**src/rtl/sprp_regs.vh**
```
// Purpose : Offsets, field positions and reset values of the speed reference profile bank
// Assumes : Byte addresses are four times the printed register index
// Notes   : Definitions only
`ifndef SPRP_REGS_VH
`define SPRP_REGS_VH
`define SPRP_IDX_LEVELS_FIRST   8'h9a
`define SPRP_IDX_LEVELS_MODE    8'h9c
`define SPRP_IDX_LEVELS_SECOND  8'h9e
`define SPRP_IDX_DUTY_CONFIG    8'ha0
`define SPRP_IDX_DUTY_INPUT     8'ha1
`define SPRP_IDX_STATUS         8'ha2
`define SPRP_RESET_VALUE        32'h00000000
`define SPRP_SECOND_RW_MASK     32'hffff8000
`define SPRP_MODE_RW_MASK       32'hfffffffe
`define SPRP_CFG_RW_MASK        32'h60000006
`define SPRP_OFF1_MSB           30
`define SPRP_OFF1_LSB           23
`define SPRP_CLAMP1_MSB         22
`define SPRP_CLAMP1_LSB         15
`define SPRP_REFA_MSB           14
`define SPRP_REFA_LSB           7
`define SPRP_REFB_HI_MSB        6
`define SPRP_REFB_HI_LSB        0
`define SPRP_REFB_LO_BIT        30
`define SPRP_REFC_MSB           29
`define SPRP_REFC_LSB           22
`define SPRP_REFD_MSB           21
`define SPRP_REFD_LSB           14
`define SPRP_REFE_MSB           13
`define SPRP_REFE_LSB           6
`define SPRP_MIN_DUTY_MSB       5
`define SPRP_MIN_DUTY_LSB       4
`define SPRP_VMODE_MSB          3
`define SPRP_VMODE_LSB          2
`define SPRP_FILTER_BIT         1
`define SPRP_OFF2_MSB           30
`define SPRP_OFF2_LSB           23
`define SPRP_CLAMP2_MSB         22
`define SPRP_CLAMP2_LSB         15
`define SPRP_PTYPE_MSB          30
`define SPRP_PTYPE_LSB          29
`define SPRP_HYST_MSB           2
`define SPRP_HYST_LSB           1
`define SPRP_VMODE_OFF          2'h0
`define SPRP_VMODE_ABOVE        2'h1
`define SPRP_VMODE_BELOW        2'h2
`define SPRP_MIN_CODE0          8'h03
`define SPRP_MIN_CODE1          8'h08
`define SPRP_MIN_CODE2          8'h0d
`define SPRP_MIN_CODE3          8'h1a
`define SPRP_PCT_ONE            8'h03
`define SPRP_FILTER_SHIFT       8
`endif

```
**src/rtl/sprp_duty_filter.v**
```verilog
// Purpose : First order low pass filter on the measured input duty
// Assumes : One new sample per clock enable cycle
// Notes   : Bypassed when the enable is low so the output follows at once
`timescale 1ns/100ps
module sprp_duty_filter #(
  parameter WIDTH = 8,
  parameter SHIFT = 8
) (
  input  wire             ref_clk_in,
  input  wire             arst_n_in,
  input  wire             ce_in,
  input  wire             enable_in,
  input  wire [WIDTH-1:0] sample_in,
  output wire [WIDTH-1:0] duty_out
);
  reg  [WIDTH+SHIFT-1:0] acc;
  wire [WIDTH+SHIFT-1:0] wide_sample;
  wire [WIDTH+SHIFT-1:0] delta_up;
  wire [WIDTH+SHIFT-1:0] delta_dn;
  wire [WIDTH-1:0]       acc_top;
  wire [WIDTH+SHIFT-1:0] step_up;
  wire [WIDTH+SHIFT-1:0] step_dn;
  wire [WIDTH+SHIFT-1:0] lsb_one;
  assign wide_sample = {sample_in, {SHIFT{1'b0}}};
  assign acc_top     = acc[WIDTH+SHIFT-1:SHIFT];
  // Step of one 256th of the error: a slow tracking filter
  assign delta_up    = (wide_sample - acc) >> SHIFT;
  assign delta_dn    = (acc - wide_sample) >> SHIFT;
  // Never a zero step, or a small error would leave the output short of the sample
  assign lsb_one     = {{(WIDTH+SHIFT-1){1'b0}}, 1'b1};
  assign step_up     = (delta_up == {(WIDTH+SHIFT){1'b0}}) ? lsb_one : delta_up;
  assign step_dn     = (delta_dn == {(WIDTH+SHIFT){1'b0}}) ? lsb_one : delta_dn;
  assign duty_out    = acc_top;
  always @(posedge ref_clk_in or negedge arst_n_in) begin
    if (!arst_n_in) begin
      acc <= {(WIDTH+SHIFT){1'b0}};
    end else if (ce_in) begin
      if (!enable_in) begin
        acc <= wide_sample;
      end else if (wide_sample > acc) begin
        acc <= acc + step_up;
      end else if (wide_sample < acc) begin
        acc <= acc - step_dn;
      end
    end
  end
endmodule

```
**src/rtl/sprp_profile_regs.v**
```verilog
// Purpose : APB register bank for the speed input reference profile and its mode logic
// Assumes : APB slave with zero wait states; pin duty is asynchronous and synchronised here
// Notes   : Byte address is four times each register index
//
// Overview of operation
// - First levels register at index 9Ah, 32 bits, reset zero, all read/write.
// - Bits 30-23 hold turn-off level one, value over 256 of maximum.
// - Bits 22-15 hold clamp level one, value over 256 of maximum.
// - Bits 14-7 hold breakpoint level A, value over 256 of maximum.
// - Breakpoint B upper seven bits sit in bits 6-0 of first register.
// - Breakpoint B lowest bit is bit 30 of mode register.
// - Levels and mode register at index 9Ch, 32 bits, reset zero.
// - Breakpoints C, D, E occupy bits 29-22, 21-14, 13-6.
// - Motor drive starts only once duty exceeds minimum chosen by bits 5-4.
// - Voltage selector zero applies the configured profile over all duties.
// - Selector one enters voltage mode above C plus hysteresis, leaves below.
// - Selector two reverses that; code three is invalid.
// - Filter bit clear passes speed input duty unfiltered.
// - Filter bit set smooths the measured speed input duty.
// - Second levels register 9Eh holds turn-off and clamp two; low bits zero.
// - Two-bit profile type selects equation, linear, staircase or forward-reverse.
// - Hysteresis field codes give zero to three percent of duty.
//
// The implementer's own choice: register access over APB.
`timescale 1ns/100ps
`include "sprp_regs.vh"
module sprp_profile_regs #(
  parameter ADDR_WIDTH = 12
) (
  input  wire                  ref_clk_in,
  input  wire                  arst_n_in,
  input  wire                  ce_in,
  input  wire                  psel_in,
  input  wire                  penable_in,
  input  wire                  pwrite_in,
  input  wire [ADDR_WIDTH-1:0] paddr_in,
  input  wire [31:0]           pwdata_in,
  input  wire [3:0]            pstrb_in,
  output reg  [31:0]           prdata_out,
  output reg                   pready_out,
  output reg                   pslverr_out,
  input  wire [7:0]            duty_pin_in,
  output reg                   drive_enable_out,
  output reg                   voltage_mode_out,
  output reg  [1:0]            profile_type_out,
  output reg  [7:0]            turnoff_level_one_out,
  output reg  [7:0]            clamp_level_one_out,
  output reg  [7:0]            turnoff_level_two_out,
  output reg  [7:0]            clamp_level_two_out,
  output reg  [7:0]            filtered_duty_out
);
  // ----------------------------------------------------------------
  // Register storage
  // ----------------------------------------------------------------
  reg  [31:0] levels_first;
  reg  [31:0] levels_and_mode;
  reg  [31:0] levels_second;
  reg  [31:0] duty_config;
  reg  [7:0]  duty_sync_a;
  reg  [7:0]  duty_sync_b;
  reg         vmode_active;
  reg  [31:0] next_rdata;
  reg         next_err;
  wire [7:0]  duty_now;
  wire [7:0]  ref_b;
  wire [7:0]  ref_c;
  wire [1:0]  vmode_sel;
  wire [1:0]  min_sel;
  wire [1:0]  switch_hysteresis_field;
  wire [7:0]  switch_hysteresis;
  wire [8:0]  band_high;
  wire [8:0]  band_low;
  reg  [7:0]  min_duty;
  wire        access;
  wire        wr;
  wire [31:0] strb_mask;
  wire [7:0]  word_idx;
  wire        setup;
  wire        wr_commit;
  wire [31:0] wr_bits;
  wire        addr_top_ok;
  wire        hit_first;
  wire        hit_mode;
  wire        hit_second;
  wire        hit_cfg;
  wire        duty_above;
  wire        duty_below;
  reg         next_vmode;
  reg  [31:0] next_levels_first;
  reg  [31:0] next_levels_and_mode;
  reg  [31:0] next_levels_second;
  reg  [31:0] next_duty_config;

  assign access    = psel_in & penable_in;
  assign wr        = access & pwrite_in & ce_in;
  assign word_idx  = paddr_in[9:2];
  assign strb_mask = {{8{pstrb_in[3]}}, {8{pstrb_in[2]}}, {8{pstrb_in[1]}}, {8{pstrb_in[0]}}};
  assign setup     = psel_in & ~penable_in;

  // ----------------------------------------------------------------
  // Address decode
  // ----------------------------------------------------------------
  // Upper address bits must be clear, so no write reaches a register through an alias
  assign addr_top_ok = (paddr_in[ADDR_WIDTH-1:10] == {(ADDR_WIDTH-10){1'b0}});
  assign hit_first   = addr_top_ok & (word_idx == `SPRP_IDX_LEVELS_FIRST);
  assign hit_mode    = addr_top_ok & (word_idx == `SPRP_IDX_LEVELS_MODE);
  assign hit_second  = addr_top_ok & (word_idx == `SPRP_IDX_LEVELS_SECOND);
  assign hit_cfg     = addr_top_ok & (word_idx == `SPRP_IDX_DUTY_CONFIG);
  // Commit only in the answered access cycle, and never when the access is refused
  assign wr_commit   = wr & pready_out & ~pslverr_out;
  assign wr_bits     = pwdata_in & strb_mask;

  // ----------------------------------------------------------------
  // Field views
  // ----------------------------------------------------------------
  assign ref_b = {levels_first[`SPRP_REFB_HI_MSB:`SPRP_REFB_HI_LSB],
                  levels_and_mode[`SPRP_REFB_LO_BIT]};
  assign ref_c     = levels_and_mode[`SPRP_REFC_MSB:`SPRP_REFC_LSB];
  assign min_sel   = levels_and_mode[`SPRP_MIN_DUTY_MSB:`SPRP_MIN_DUTY_LSB];
  assign vmode_sel = levels_and_mode[`SPRP_VMODE_MSB:`SPRP_VMODE_LSB];
  assign switch_hysteresis_field = duty_config[`SPRP_HYST_MSB:`SPRP_HYST_LSB];
  // Percent steps of about 3/256 each; full 8-bit scale is 100 percent
  assign switch_hysteresis = `SPRP_PCT_ONE * {6'h00, switch_hysteresis_field};
  assign band_high = {1'b0, ref_c} + {1'b0, switch_hysteresis};
  assign band_low  = {1'b0, ref_c} - {1'b0, switch_hysteresis};
  // An underflowed low edge never switches back
  assign duty_above = ({1'b0, duty_now} > band_high);
  assign duty_below = ({1'b0, duty_now} < band_low) & ~band_low[8];

  always @* begin
    case (min_sel)
      2'h0:    min_duty = `SPRP_MIN_CODE0;
      2'h1:    min_duty = `SPRP_MIN_CODE1;
      2'h2:    min_duty = `SPRP_MIN_CODE2;
      default: min_duty = `SPRP_MIN_CODE3;
    endcase
  end

  // ----------------------------------------------------------------
  // Voltage mode selection
  // ----------------------------------------------------------------
  // Inside the band neither compare is true, so the last mode holds
  always @* begin
    next_vmode = vmode_active;
    case (vmode_sel)
      `SPRP_VMODE_ABOVE: begin
        if (duty_above) begin
          next_vmode = 1'b1;
        end else if (duty_below) begin
          next_vmode = 1'b0;
        end
      end
      `SPRP_VMODE_BELOW: begin
        if (duty_above) begin
          next_vmode = 1'b0;
        end else if (duty_below) begin
          next_vmode = 1'b1;
        end
      end
      default: begin
        // Invalid code three behaves as code zero
        next_vmode = 1'b0;
      end
    endcase
  end

  // ----------------------------------------------------------------
  // Speed pin filter
  // ----------------------------------------------------------------
  sprp_duty_filter #(
    .WIDTH (8),
    .SHIFT (`SPRP_FILTER_SHIFT)
  ) u_filter (
    .ref_clk_in (ref_clk_in),
    .arst_n_in  (arst_n_in),
    .ce_in      (ce_in),
    .enable_in  (levels_and_mode[`SPRP_FILTER_BIT]),
    .sample_in  (duty_sync_b),
    .duty_out   (duty_now)
  );

  // ----------------------------------------------------------------
  // Read mux and decode
  // ----------------------------------------------------------------
  always @* begin
    next_rdata = 32'h00000000;
    next_err   = 1'b0;
    if (word_idx == `SPRP_IDX_LEVELS_FIRST) begin
      next_rdata = levels_first;
    end else if (word_idx == `SPRP_IDX_LEVELS_MODE) begin
      next_rdata = levels_and_mode;
    end else if (word_idx == `SPRP_IDX_LEVELS_SECOND) begin
      next_rdata = levels_second;
    end else if (word_idx == `SPRP_IDX_DUTY_CONFIG) begin
      next_rdata = duty_config;
    end else if (word_idx == `SPRP_IDX_DUTY_INPUT) begin
      next_rdata = {24'h000000, duty_now};
    end else if (word_idx == `SPRP_IDX_STATUS) begin
      next_rdata = {30'h0, vmode_active, drive_enable_out};
    end else begin
      next_err = 1'b1;
    end
    if (paddr_in[ADDR_WIDTH-1:10] != 0) begin
      next_err   = 1'b1;
      next_rdata = 32'h00000000;
    end
  end

  // ----------------------------------------------------------------
  // Register writes and bus answer
  // ----------------------------------------------------------------
  // Read-only bits keep their stored value whatever the byte lanes carry
  always @* begin
    next_levels_first    = levels_first;
    next_levels_and_mode = levels_and_mode;
    next_levels_second   = levels_second;
    next_duty_config     = duty_config;
    if (wr_commit) begin
      if (hit_first) begin
        next_levels_first = (levels_first & ~strb_mask) | wr_bits;
      end else if (hit_mode) begin
        next_levels_and_mode = (levels_and_mode & ~(strb_mask & `SPRP_MODE_RW_MASK))
                             | (wr_bits & `SPRP_MODE_RW_MASK);
      end else if (hit_second) begin
        next_levels_second = (levels_second & ~(strb_mask & `SPRP_SECOND_RW_MASK))
                           | (wr_bits & `SPRP_SECOND_RW_MASK);
      end else if (hit_cfg) begin
        next_duty_config = (duty_config & ~(strb_mask & `SPRP_CFG_RW_MASK))
                         | (wr_bits & `SPRP_CFG_RW_MASK);
      end
    end
  end

  // Answer one cycle after setup: zero wait states, data and error registered
  always @(posedge ref_clk_in or negedge arst_n_in) begin
    if (!arst_n_in) begin
      levels_first    <= `SPRP_RESET_VALUE;
      levels_and_mode <= `SPRP_RESET_VALUE;
      levels_second   <= `SPRP_RESET_VALUE;
      duty_config     <= `SPRP_RESET_VALUE;
      prdata_out      <= 32'h00000000;
      pready_out      <= 1'b0;
      pslverr_out     <= 1'b0;
    end else if (ce_in) begin
      pready_out      <= setup;
      pslverr_out     <= setup & next_err;
      prdata_out      <= (setup & ~pwrite_in) ? next_rdata : 32'h00000000;
      levels_first    <= next_levels_first;
      levels_and_mode <= next_levels_and_mode;
      levels_second   <= next_levels_second;
      duty_config     <= next_duty_config;
    end
  end

  // ----------------------------------------------------------------
  // Duty input synchroniser and mode selection
  // ----------------------------------------------------------------
  always @(posedge ref_clk_in or negedge arst_n_in) begin
    if (!arst_n_in) begin
      duty_sync_a      <= 8'h00;
      duty_sync_b      <= 8'h00;
      vmode_active     <= 1'b0;
      drive_enable_out <= 1'b0;
      voltage_mode_out <= 1'b0;
    end else if (ce_in) begin
      // Bus width pin value may skew between bits; sampled twice only
      duty_sync_a <= duty_pin_in;
      duty_sync_b <= duty_sync_a;
      drive_enable_out <= (duty_now > min_duty);
      vmode_active     <= next_vmode;
      voltage_mode_out <= vmode_active;
    end
  end

  // ----------------------------------------------------------------
  // Level outputs to the reference generator
  // ----------------------------------------------------------------
  always @(posedge ref_clk_in or negedge arst_n_in) begin
    if (!arst_n_in) begin
      profile_type_out      <= 2'h0;
      turnoff_level_one_out <= 8'h00;
      clamp_level_one_out   <= 8'h00;
      turnoff_level_two_out <= 8'h00;
      clamp_level_two_out   <= 8'h00;
      filtered_duty_out     <= 8'h00;
    end else if (ce_in) begin
      profile_type_out      <= duty_config[`SPRP_PTYPE_MSB:`SPRP_PTYPE_LSB];
      turnoff_level_one_out <= levels_first[`SPRP_OFF1_MSB:`SPRP_OFF1_LSB];
      clamp_level_one_out   <= levels_first[`SPRP_CLAMP1_MSB:`SPRP_CLAMP1_LSB];
      turnoff_level_two_out <= levels_second[`SPRP_OFF2_MSB:`SPRP_OFF2_LSB];
      clamp_level_two_out   <= levels_second[`SPRP_CLAMP2_MSB:`SPRP_CLAMP2_LSB];
      filtered_duty_out     <= duty_now;
    end
  end

  // Breakpoints A, B, D, E drive no output; they are only stored and read back by software
  wire [7:0] unused_ref_a = levels_first[`SPRP_REFA_MSB:`SPRP_REFA_LSB];
  wire [7:0] unused_ref_d = levels_and_mode[`SPRP_REFD_MSB:`SPRP_REFD_LSB] ^ ref_b
                          ^ levels_and_mode[`SPRP_REFE_MSB:`SPRP_REFE_LSB];
endmodule

```
**config.mk**
```make
export PLATFORM = sky130hd
export DESIGN_NAME = sprp_profile_regs
export DESIGN_NICKNAME = d
export VERILOG_FILES = /design/src/rtl/sprp_duty_filter.v /design/src/rtl/sprp_profile_regs.v
export VERILOG_INCLUDE_DIRS = /design/src /design/src/rtl
export SDC_FILE = /design/constraint.sdc
export NUM_CORES = 1
export LEC_CHECK = 0
export ABC_AREA = 1
export BUFFER_PORTS_ARGS = -buffer_cell sky130_fd_sc_hd__buf_2
export CORE_MARGIN = 4
export CORE_UTILIZATION = 53
export DETAILED_ROUTE_END_ITERATION = 8
export HOLD_SLACK_MARGIN = 0.15
export PLACE_DENSITY = 0.87
export SYNTH_ARGS = -nofsm -noshare
export SYNTH_HDL_FRONTEND = slang
export SYNTH_SLANG_ARGS = --single-unit
export TNS_END_PERCENT = 30
```
**constraint.sdc**
```tcl
create_clock -name ref_clk_in -period 4.3 [get_ports ref_clk_in]
set_clock_uncertainty 0.15 [all_clocks]
set_input_delay 0.43 -clock ref_clk_in [delete_from_list [all_inputs] [get_ports ref_clk_in]]
set_output_delay 0.43 -clock ref_clk_in [all_outputs]
set_load 0.02 [all_outputs]
```
# After elaboration in Yosys (flattened, before gate mapping)
# Index checks and enable logic that the tools add are counted.
totals:
  reg_bits: 239
  in_bits: 62
  output_inout_bits: 78
  elab_cells: 114
classes:
  addsub: 6
  mul: 1
  magnitude_cmp: 5
  n_eq_ne: 13
  n_mux: 26
  bitwise: 33
  reduce_logical: 11
ops:
  columns: ["op", "count"]
  rows:
  - ["two-way mux 32 bit", 6]
  - ["bitwise AND 32 bit", 5]
  - ["inverter 32 bit", 3]
  - ["bitwise OR 32 bit", 3]
  - ["== test 8 bit (second input constant)", 6]
  - ["two-way mux 16 bit", 3]
  - ["subtractor 16 bit", 3]
  - ["logical NOT 16 bit", 2]
  - ["inverter 31 -> 32 bit", 1]
  - ["bitwise OR 32 x 31 -> 32 bit", 1]
  - ["two-way mux 8 bit", 3]
  - ["adder 16 bit", 1]
  - ["greater-than comparator 16 bit", 1]
  - ["less-than comparator 16 bit", 1]
  - ["case mux 5 bit (3 select lines)", 1]
  - ["bitwise AND 1 bit", 13]
  - ["two-way mux 1 bit", 11]
  - ["adder 8 x 4 -> 9 bit", 1]
  - ["greater-than comparator 8 x 9 -> 1 bit", 1]
  - ["less-than comparator 8 x 9 -> 1 bit", 1]
  - ["subtractor 8 x 4 -> 9 bit", 1]
  - ["greater-than comparator 8 x 5 -> 1 bit", 1]
  - ["inverter 1 bit", 7]
  - ["!= test 3 bit (second input constant)", 2]
  - ["other kinds (13)", 17]

# Logic depth before layout (Yosys ltp)
# Gate-level depths: netlist of the first run.
depth:
  depth_word: 9
  ltp_mapped: 34
  depth_no_buf: 33

# By module
# Synthesis of the first run repeated with hierarchy kept, for this count alone.
hier_totals:
  hier_cells: 1423
  area_unflattened_um2: 11285.8
modules_own_cells:
  columns: ["mod", "n_inst", "cells_per_inst", "area_per_inst_um2", "seq_area_each_um2"]
  rows:
  - ["sprp_profile_regs", 1, 976, 8554.5, 4479.3]
  - ["sprp_duty_filter", 1, 447, 2731.4, 400.4]

# Worst setup path after synthesis of the first run
# No wires, ideal clock.
synth_timing:
  path_kind: "reg-to-reg"
  from: "register u_filter.acc[12]"
  to: "register u_filter.acc[9]"
  arrival_time_ns: 3.740
  required_ns: 4.019
  slack_ns: 0.279
  stages_incl_launch_ff: 33
  synth_period_minus_slack_ns: 4.021
  path_cell_list: "dfrtp_1 > ha_1 > buf_2 > nand2_1 > inv_1 > nand2_1 > nor2_1 > nor2_1 > nand2_1 > nand2_1 > nand2_1 > nand2_1 > nor2_1 > nand2_1 > nand2_1 > inv_1 > ha_1 > inv_1 > a21oi_1 > nand3_1 > xor2_1 > nand2_1 > nand2_1 > ha_1 > nand2_1 > inv_1 > nand3_1 > o21ai_0 > nand3_1 > nand3_1 > nand3_1 > nand2_1 > o21ai_0"
synth_via:
  elab_chain_cells: 7
  word_cells_on_any_way: 15
  classes_between: "4 x add/sub; 2 x order compare; 1 x eq/ne; 5 x mux; 3 x reduce/logical"
synth_lines:
  columns: ["item", "line", "source"]
  rows:
  - ["from (decl)", "sprp_duty_filter.v:16", "reg [WIDTH+SHIFT-1:0] acc;"]
  - ["from (signal assigned)", "sprp_duty_filter.v:36", "acc <= {(WIDTH+SHIFT){1'b0}};"]
  - ["from (signal assigned)", "sprp_duty_filter.v:39", "acc <= wide_sample;"]
  - ["from (signal assigned)", "sprp_duty_filter.v:41", "acc <= acc + step_up;"]
  - ["subtractor 16 bit", "sprp_duty_filter.v:28", "assign delta_dn = (acc - wide_sample) >> SHIFT;"]
  - ["logical NOT 16 bit", "sprp_duty_filter.v:32", "assign step_dn = (delta_dn == {(WIDTH+SHIFT){1'b0}}) ? lsb_one : delta_dn;"]
  - ["two-way mux 8 bit", "sprp_duty_filter.v:32", null]
  - ["subtractor 16 bit", "sprp_duty_filter.v:43", "acc <= acc - step_dn;"]
  - ["two-way mux 16 bit", "sprp_duty_filter.v:42", "end else if (wide_sample < acc) begin"]
  - ["two-way mux 16 bit", "sprp_duty_filter.v:40", "end else if (wide_sample > acc) begin"]
  - ["two-way mux 16 bit", "sprp_duty_filter.v:38", "if (!enable_in) begin"]
# Several ways; a longest one is shown, not always the timed one. The select of a mux whose other input is x is not followed.
# A chain may end at the register's enable or synchronous reset.

# Worst setup path after layout of the first run
layout_timing:
  from: "register u_filter.acc[9]"
  to: "register u_filter.acc[13]"
# Same word-level chain as after synthesis.

==> flow_summary.toml, run 1 <==
[outcome]
status = "complete, no violations"

[layout]
fin_cells = 1928
drive_gt1_share_pct = 22.0
syn_to_final_growth_pct = 27.1
fillCellCount = 1521
multi_input_area_um2 = 5500
post-route-util_pct = 68.6
design_area_um2 = 13900
register_area_um2 = 4880
nets = 1776

[setup_path]
crit_slowest_cell = "dfrtp_2"
crit_type = "reg2reg"
cp-start-kind = "flip-flop"
critPathRequiredTime_ns = 4.48
critPathMaxFanout = 6
cpMostUsedCell = "nand2_1"
cpPeakStageDelay_ns = 0.47
critPathArrivalTime_ns = 4.28
crit_path_end_kind = "flip-flop"
reg2reg_depth = 29

[clock_network]
cts_tree = "done"
clk_pin_slew_worst_paths_ns = 0.09
cts_root_buf = "clkbuf_16"
cts_made_buffers = 17
cts.path.max_buffers = 2
htreeDepth = 4
cts.sink_count = 195
clk-insertion-delay-late_ns = 0.45

[floorplanning]
dieWidth_um = 152
rows = 52
die-area_um2 = 23000
start_util_pct = 54.0
core_area_um2 = 20200
fp.dieH_um = 152
ioPinCount = 140

[placed_design]
dp.cells = 1847
place_area_um2 = 12500
gp_congestion = 0.899
hpwl_mm = 22.3
portBuffers = 137
place_ws_ns = -0.140

[drt]
dr.pass1.iters = 6
detail-route-antenna-nets = 0
dr_total_vias = 10800
via_per_inst = 5.58
wl_per_cell_um = 16.9
drc_errors = 0
first_iter_violations = 867
wirelength_mm = 32.7

[timing]
period_share_pct = 95.3
fmax_ghz = 0.244
setup_viol = 0
fin_ws_ns = 0.202
finalHoldViolCount = 0
tightest_slew_ns = 0.970
slew_violations = 0
slew-limit-headroom_pct = 35.3
rsz0062_at_grt = "yes"
fin_crit_ns = 4.10

[synthesis]
yosys_warnings = 0
yosys_register_bits = 195
synth-edff-count = 0
synth_cell_types = 44
synth_fp_nets = 1522
syn_area_um2 = 10900
syn-instance-count = 1390
yosysSeqAreaShare_pct = 44.7
synth-main-ff-cell = "dfrtp_1"
syn_area_per_cell_um2 = 7.86
async_flop_share_pct = 100

[pwr]
power_leakage_nw = 7.25
finalPower_mw = 5.38
ir_drop_mv = 0.331
power.density_nw_per_um2 = 388

[grt]
grt_max_degree = 89
grt_pass1_vias = 10400
antenna_found_initial = 1
gr-total-overflow = 0
grt_pass1_wl_mm = 51.4
grt_use_total_pct = 28.3

[hold_path]
hp-class = "in2reg"
min_path_cells = 3

[job]
maxCapViolations = 0
==> cell usage in the layout, fill, tap and decap left out, types with 7 or more instances in the layout <==
| cell | n |
|---|---|
| inv_2 | 15 |
| o21ai_2 | 7 |
| nor2_1 | 78 |
| nand2_1 | 392 |
| buf_4 | 105 |
| xor2_1 | 21 |
| o211ai_1 | 11 |
| nor2_2 | 7 |
| a21oi_1 | 44 |
| ha_1 | 57 |
| a21oi_2 | 12 |
| a22o_1 | 12 |
| o21ai_0 | 150 |
| o21ai_1 | 42 |
| dfrtp_1 | 192 |
| a211oi_1 | 14 |
| nand2_2 | 16 |
| ha_4 | 8 |
| nand3_1 | 37 |
| inv_1 | 148 |
| clkbuf_16 | 17 |
| nand4_1 | 10 |
| dlygate4sd3_1 | 41 |
| nand3_2 | 7 |
| buf_2 | 136 |
==> metal layers <==
metal | up-vias | wire length [µm] | GRT usage [%]
met1 | 5105 | 13400 | 36.6
met2 | 483 | 15700 | 46.6
met5 | - | 13 | 0
li1 | 5047 | - | -
met4 | 2 | 1340 | 12.3
met3 | 123 | 2260 | 5.26
==> critical path, delay by kind of cell (launching register included) <==
family | cells | cell delay [ns]
AOI/OAI and AO/OA | 6 | 0.69
and+or+nand+nor | 17 | 1.55
buffers and inverters | 3 | 0.27
DFF | 1 | 0.47
adders and majority gates | 3 | 0.87
==> layout make-up <==
cell class	count	share of cell area (%)
antenna	1	0.0180
multi-input combinational	982	39.6
timing repair buffer	285	13.9
clock inverter	15	1.49
sequential	195	35.2
tap	270	2.43
inverter	163	4.41
clock buffer	17	3.06
==> per-stage QoR <==
step	hold slack [ns]	TNS [ns]
finish	0.192	0
detailed placement	0.308	-0.434
CTS	0.186	-0.00763
global route	0.196	-0.239
floorplan	-0.0156	0
global placement	0.302	-0.181
==> cells by family (layout without fill, tap and decap cells) <==
group / after synthesis / in the layout / synth area share, %
flip-flops: 195 / 195 / 44.7
multiplexers: 1 / 1 / 0.0916
buffers and inverters: 213 / 480 / 7.62
AO/OA/AOI/OAI: 319 / 319 / 16.2
XOR/XNOR: 25 / 25 / 2.00
adder cells (fa/ha/maj): 70 / 70 / 8.29
AND/OR/NAND/NOR: 567 / 567 / 21.1
other: 0 / 1 / 0
==> power by group <==
part           total (mW)  internal, mW  switching, mW
clock                1.71         0.818          0.891
sequential           1.91          1.87         0.0335
combinational        1.77         0.781          0.988
==> final timing paths <==
check	start	endpoint	slack (ns)
max in group asynchronous	arst_n_in	clamp_level_one_out[5]	2.51
max	u_filter.acc[9]	u_filter.acc[13]	0.20
min in group asynchronous	arst_n_in	u_filter.acc[3]	0.43
min reg2reg	turnoff_level_one_out[6]	turnoff_level_one_out[6]	0.32
min	ce_in	duty_sync_a[0]	0.19
max reg2reg	u_filter.acc[9]	u_filter.acc[13]	0.20
==> cells in the mapped netlist (12+ instances only) <==
master    number  area share (%)
dfrtp_1      195              45
a22o_1        12            0.96
buf_2         14            0.64
a211oi_1      15             1.0
nand2_1      403              14
clkbuf_1      33             1.1
nor2_1        84             2.9
nand3_1       43             2.0
xor2_1        21             1.7
o21ai_0      160             7.3
o21ai_1       38             1.7
inv_1        156             5.4
ha_1          66             7.6
a21oi_1       57             2.6
==> what timing repair did <==
item,CTS,global route
hold buffers,41,0
resized for setup,6,76
pin swaps,0,18
setup buffers,0,7
gates cloned,0,0
endpoints found under the setup margin,8,11
hold endpoints to repair,156,0
(Power assumes the default switching activity.)
==> run 2, diff against run 1 <==
--- a/config.mk
+++ b/config.mk
@@ -13,6 +13,7 @@
 export DETAILED_ROUTE_END_ITERATION = 8
 export HOLD_SLACK_MARGIN = 0.15
 export PLACE_DENSITY = 0.87
+export REMOVE_ABC_BUFFERS = 1
 export SYNTH_ARGS = -nofsm -noshare
 export SYNTH_HDL_FRONTEND = slang
 export SYNTH_SLANG_ARGS = --single-unit
==> flow_summary.toml, run 2 (synthesis results as in run 1) <==
[setup_path]
r2r-start = "u_filter.acc[9]"
crit_path_end_kind = "flip-flop"
cp-start-kind = "flip-flop"
crit_type = "reg2reg"
critPathRequiredTime_ns = 4.47
crit_slowest_cell = "dfrtp_1"
cpPeakStageDelay_ns = 0.43
critPathArrivalTime_ns = 4.38
crit_path_start = "u_filter.acc[9]"
cpMostUsedCell = "nand2_1"
critPathMaxFanout = 6

[timing]
finalHoldViolCount = 0
slew-limit-headroom_pct = 26.4
fin_ws_ns = 0.0875
fin_crit_ns = 4.21
worst_hold_slack_ns = 0.157
setup_viol = 0
fmax_ghz = 0.237
tightest_slew_ns = 1.10
slew_violations = 0
period_share_pct = 98.0

[drt]
dr.pass1.iters = 5
wirelength_mm = 33.1
detail-route-antenna-nets = 0
drc_errors = 0
wl_per_cell_um = 17.1
first_iter_violations = 1009
dr_total_vias = 10800
via_per_inst = 5.59

[layout]
design_area_um2 = 14000
mostFrequentLayoutCell = "nand2_1"
nets = 1780
syn_to_final_growth_pct = 27.9
antenna_cells = 0
post-route-util_pct = 69.1
fillCellCount = 1424
layout_common_cells = "374 x nand2_1, 192 x dfrtp_1, 149 x o21ai_0, 143 x inv_1, 136 x buf_2"
drive_gt1_share_pct = 24.1

[clock_network]
cts.path.max_buffers = 2
clk-insertion-delay-late_ns = 0.44
cts_tree = "done"
clk_pin_slew_worst_paths_ns = 0.08
htreeDepth = 4
cts_made_buffers = 17
cts_root_buf = "clkbuf_16"
cts.sink_count = 195

[grt]
antenna_found_initial = 0
grt_max_degree = 117
grt_use_total_pct = 28.7
grt_pass1_wl_mm = 52.2
grt_pass1_vias = 10600
gr-total-overflow = 0

[pwr]
power_leakage_nw = 7.28
power.density_nw_per_um2 = 384
ir_drop_mv = 0.328
finalPower_mw = 5.36

[job]
maxCapViolations = 0

[placed_design]
gp_congestion = 0.925
portBuffers = 137
place_ws_ns = -0.0911
hpwl_mm = 22.1
place_area_um2 = 12500

[outcome]
status = "complete, no violations"

[floorplanning]
dieWidth_um = 152
rows = 52
start_util_pct = 54.0
ioPinCount = 140
fp.dieH_um = 152
core_area_um2 = 20200
die-area_um2 = 23000

[hold_path]
min_from = "pwdata_in[27]"
hp-class = "in2reg"
==> run 2: changes by cell type in the layout (fill, tap and decap cells not counted), moves of 5 or more <==
cell and delta:
nand2_1 -18, nand2_2 +16, inv_1 -5, buf_4 +8
==> run 2: per-layer routing <==
metal | vias to the layer above | wire length [µm] | share of wire, % | GRT usage [%]
met1 | 5103 | 12900 | 39 | 36.6
met3 | 102 | 2870 | 8.7 | 6.10
li1 | 5056 | - | - | -
met4 | 0 | 1110 | 3.4 | 11.1
met5 | - | 0 | 0 | 0
met2 | 538 | 16200 | 49 | 47.9
==> run 2: where the power goes <==
part	internal, mW	switching (mW)
clock	0.805	0.834
sequential	1.87	0.0343
combinational	0.794	1.02
total	3.47	1.89
==> run 2: worst max-delay path: cells and delay by family, from the launching register on <==
family | cells | cell delay (ns)
flip-flops | 1 | 0.43
AND/OR/NAND/NOR | 16 | 1.42
buffers and inverters | 5 | 0.46
AO/OA/AOI/OAI | 6 | 0.80
adder cells (fa/ha/maj) | 3 | 0.83
==> run 2: area by class of cell <==
class                           instances  area [µm²]  area share, %
Clock inverter                         15         196           1.41
Tap cell                              270         338           2.42
Clock buffer                           17         425           3.04
Inverter                              163         614           4.40
Sequential cell                       195        4880           34.9
Multi-Input combinational cell        982        5570           39.9
Timing Repair Buffer                  289        1940           13.9
==> run 2: what timing repair did <==
action                                  in CTS  in global routing
hold buffers                                37                  0
endpoints found under the hold margin      176                  0
resized for setup                            9                110
setup buffers                                0                 13
pin swaps                                    0                 39
endpoints found under the setup margin       7                 12
==> run 2: through the flow <==
stage / TNS (ns) / cells
after global routing: -0.181 / 1931
after detailed placement: -0.177 / 1849
after floorplan: 0 / 1340
after global placement: -0.00429 / 1849
after CTS: -0.00419 / 1918
final: 0 / 1931
==> run 2: final timing paths <==
kind | cells past startpoint | endpoint | slack [ns]
worst max-delay path | 30 | u_filter.acc[15] | 0.09
worst min-delay path | 3 | flip-flop | 0.16
worst max register to register | 30 | u_filter.acc[15] | 0.09
worst min register to register | 2 | turnoff_level_one_out[3] | 0.32
max in group asynchronous | 3 | asynchronous set/reset pin | 2.50
min in group asynchronous | 2 | u_filter.acc[0] | 0.55
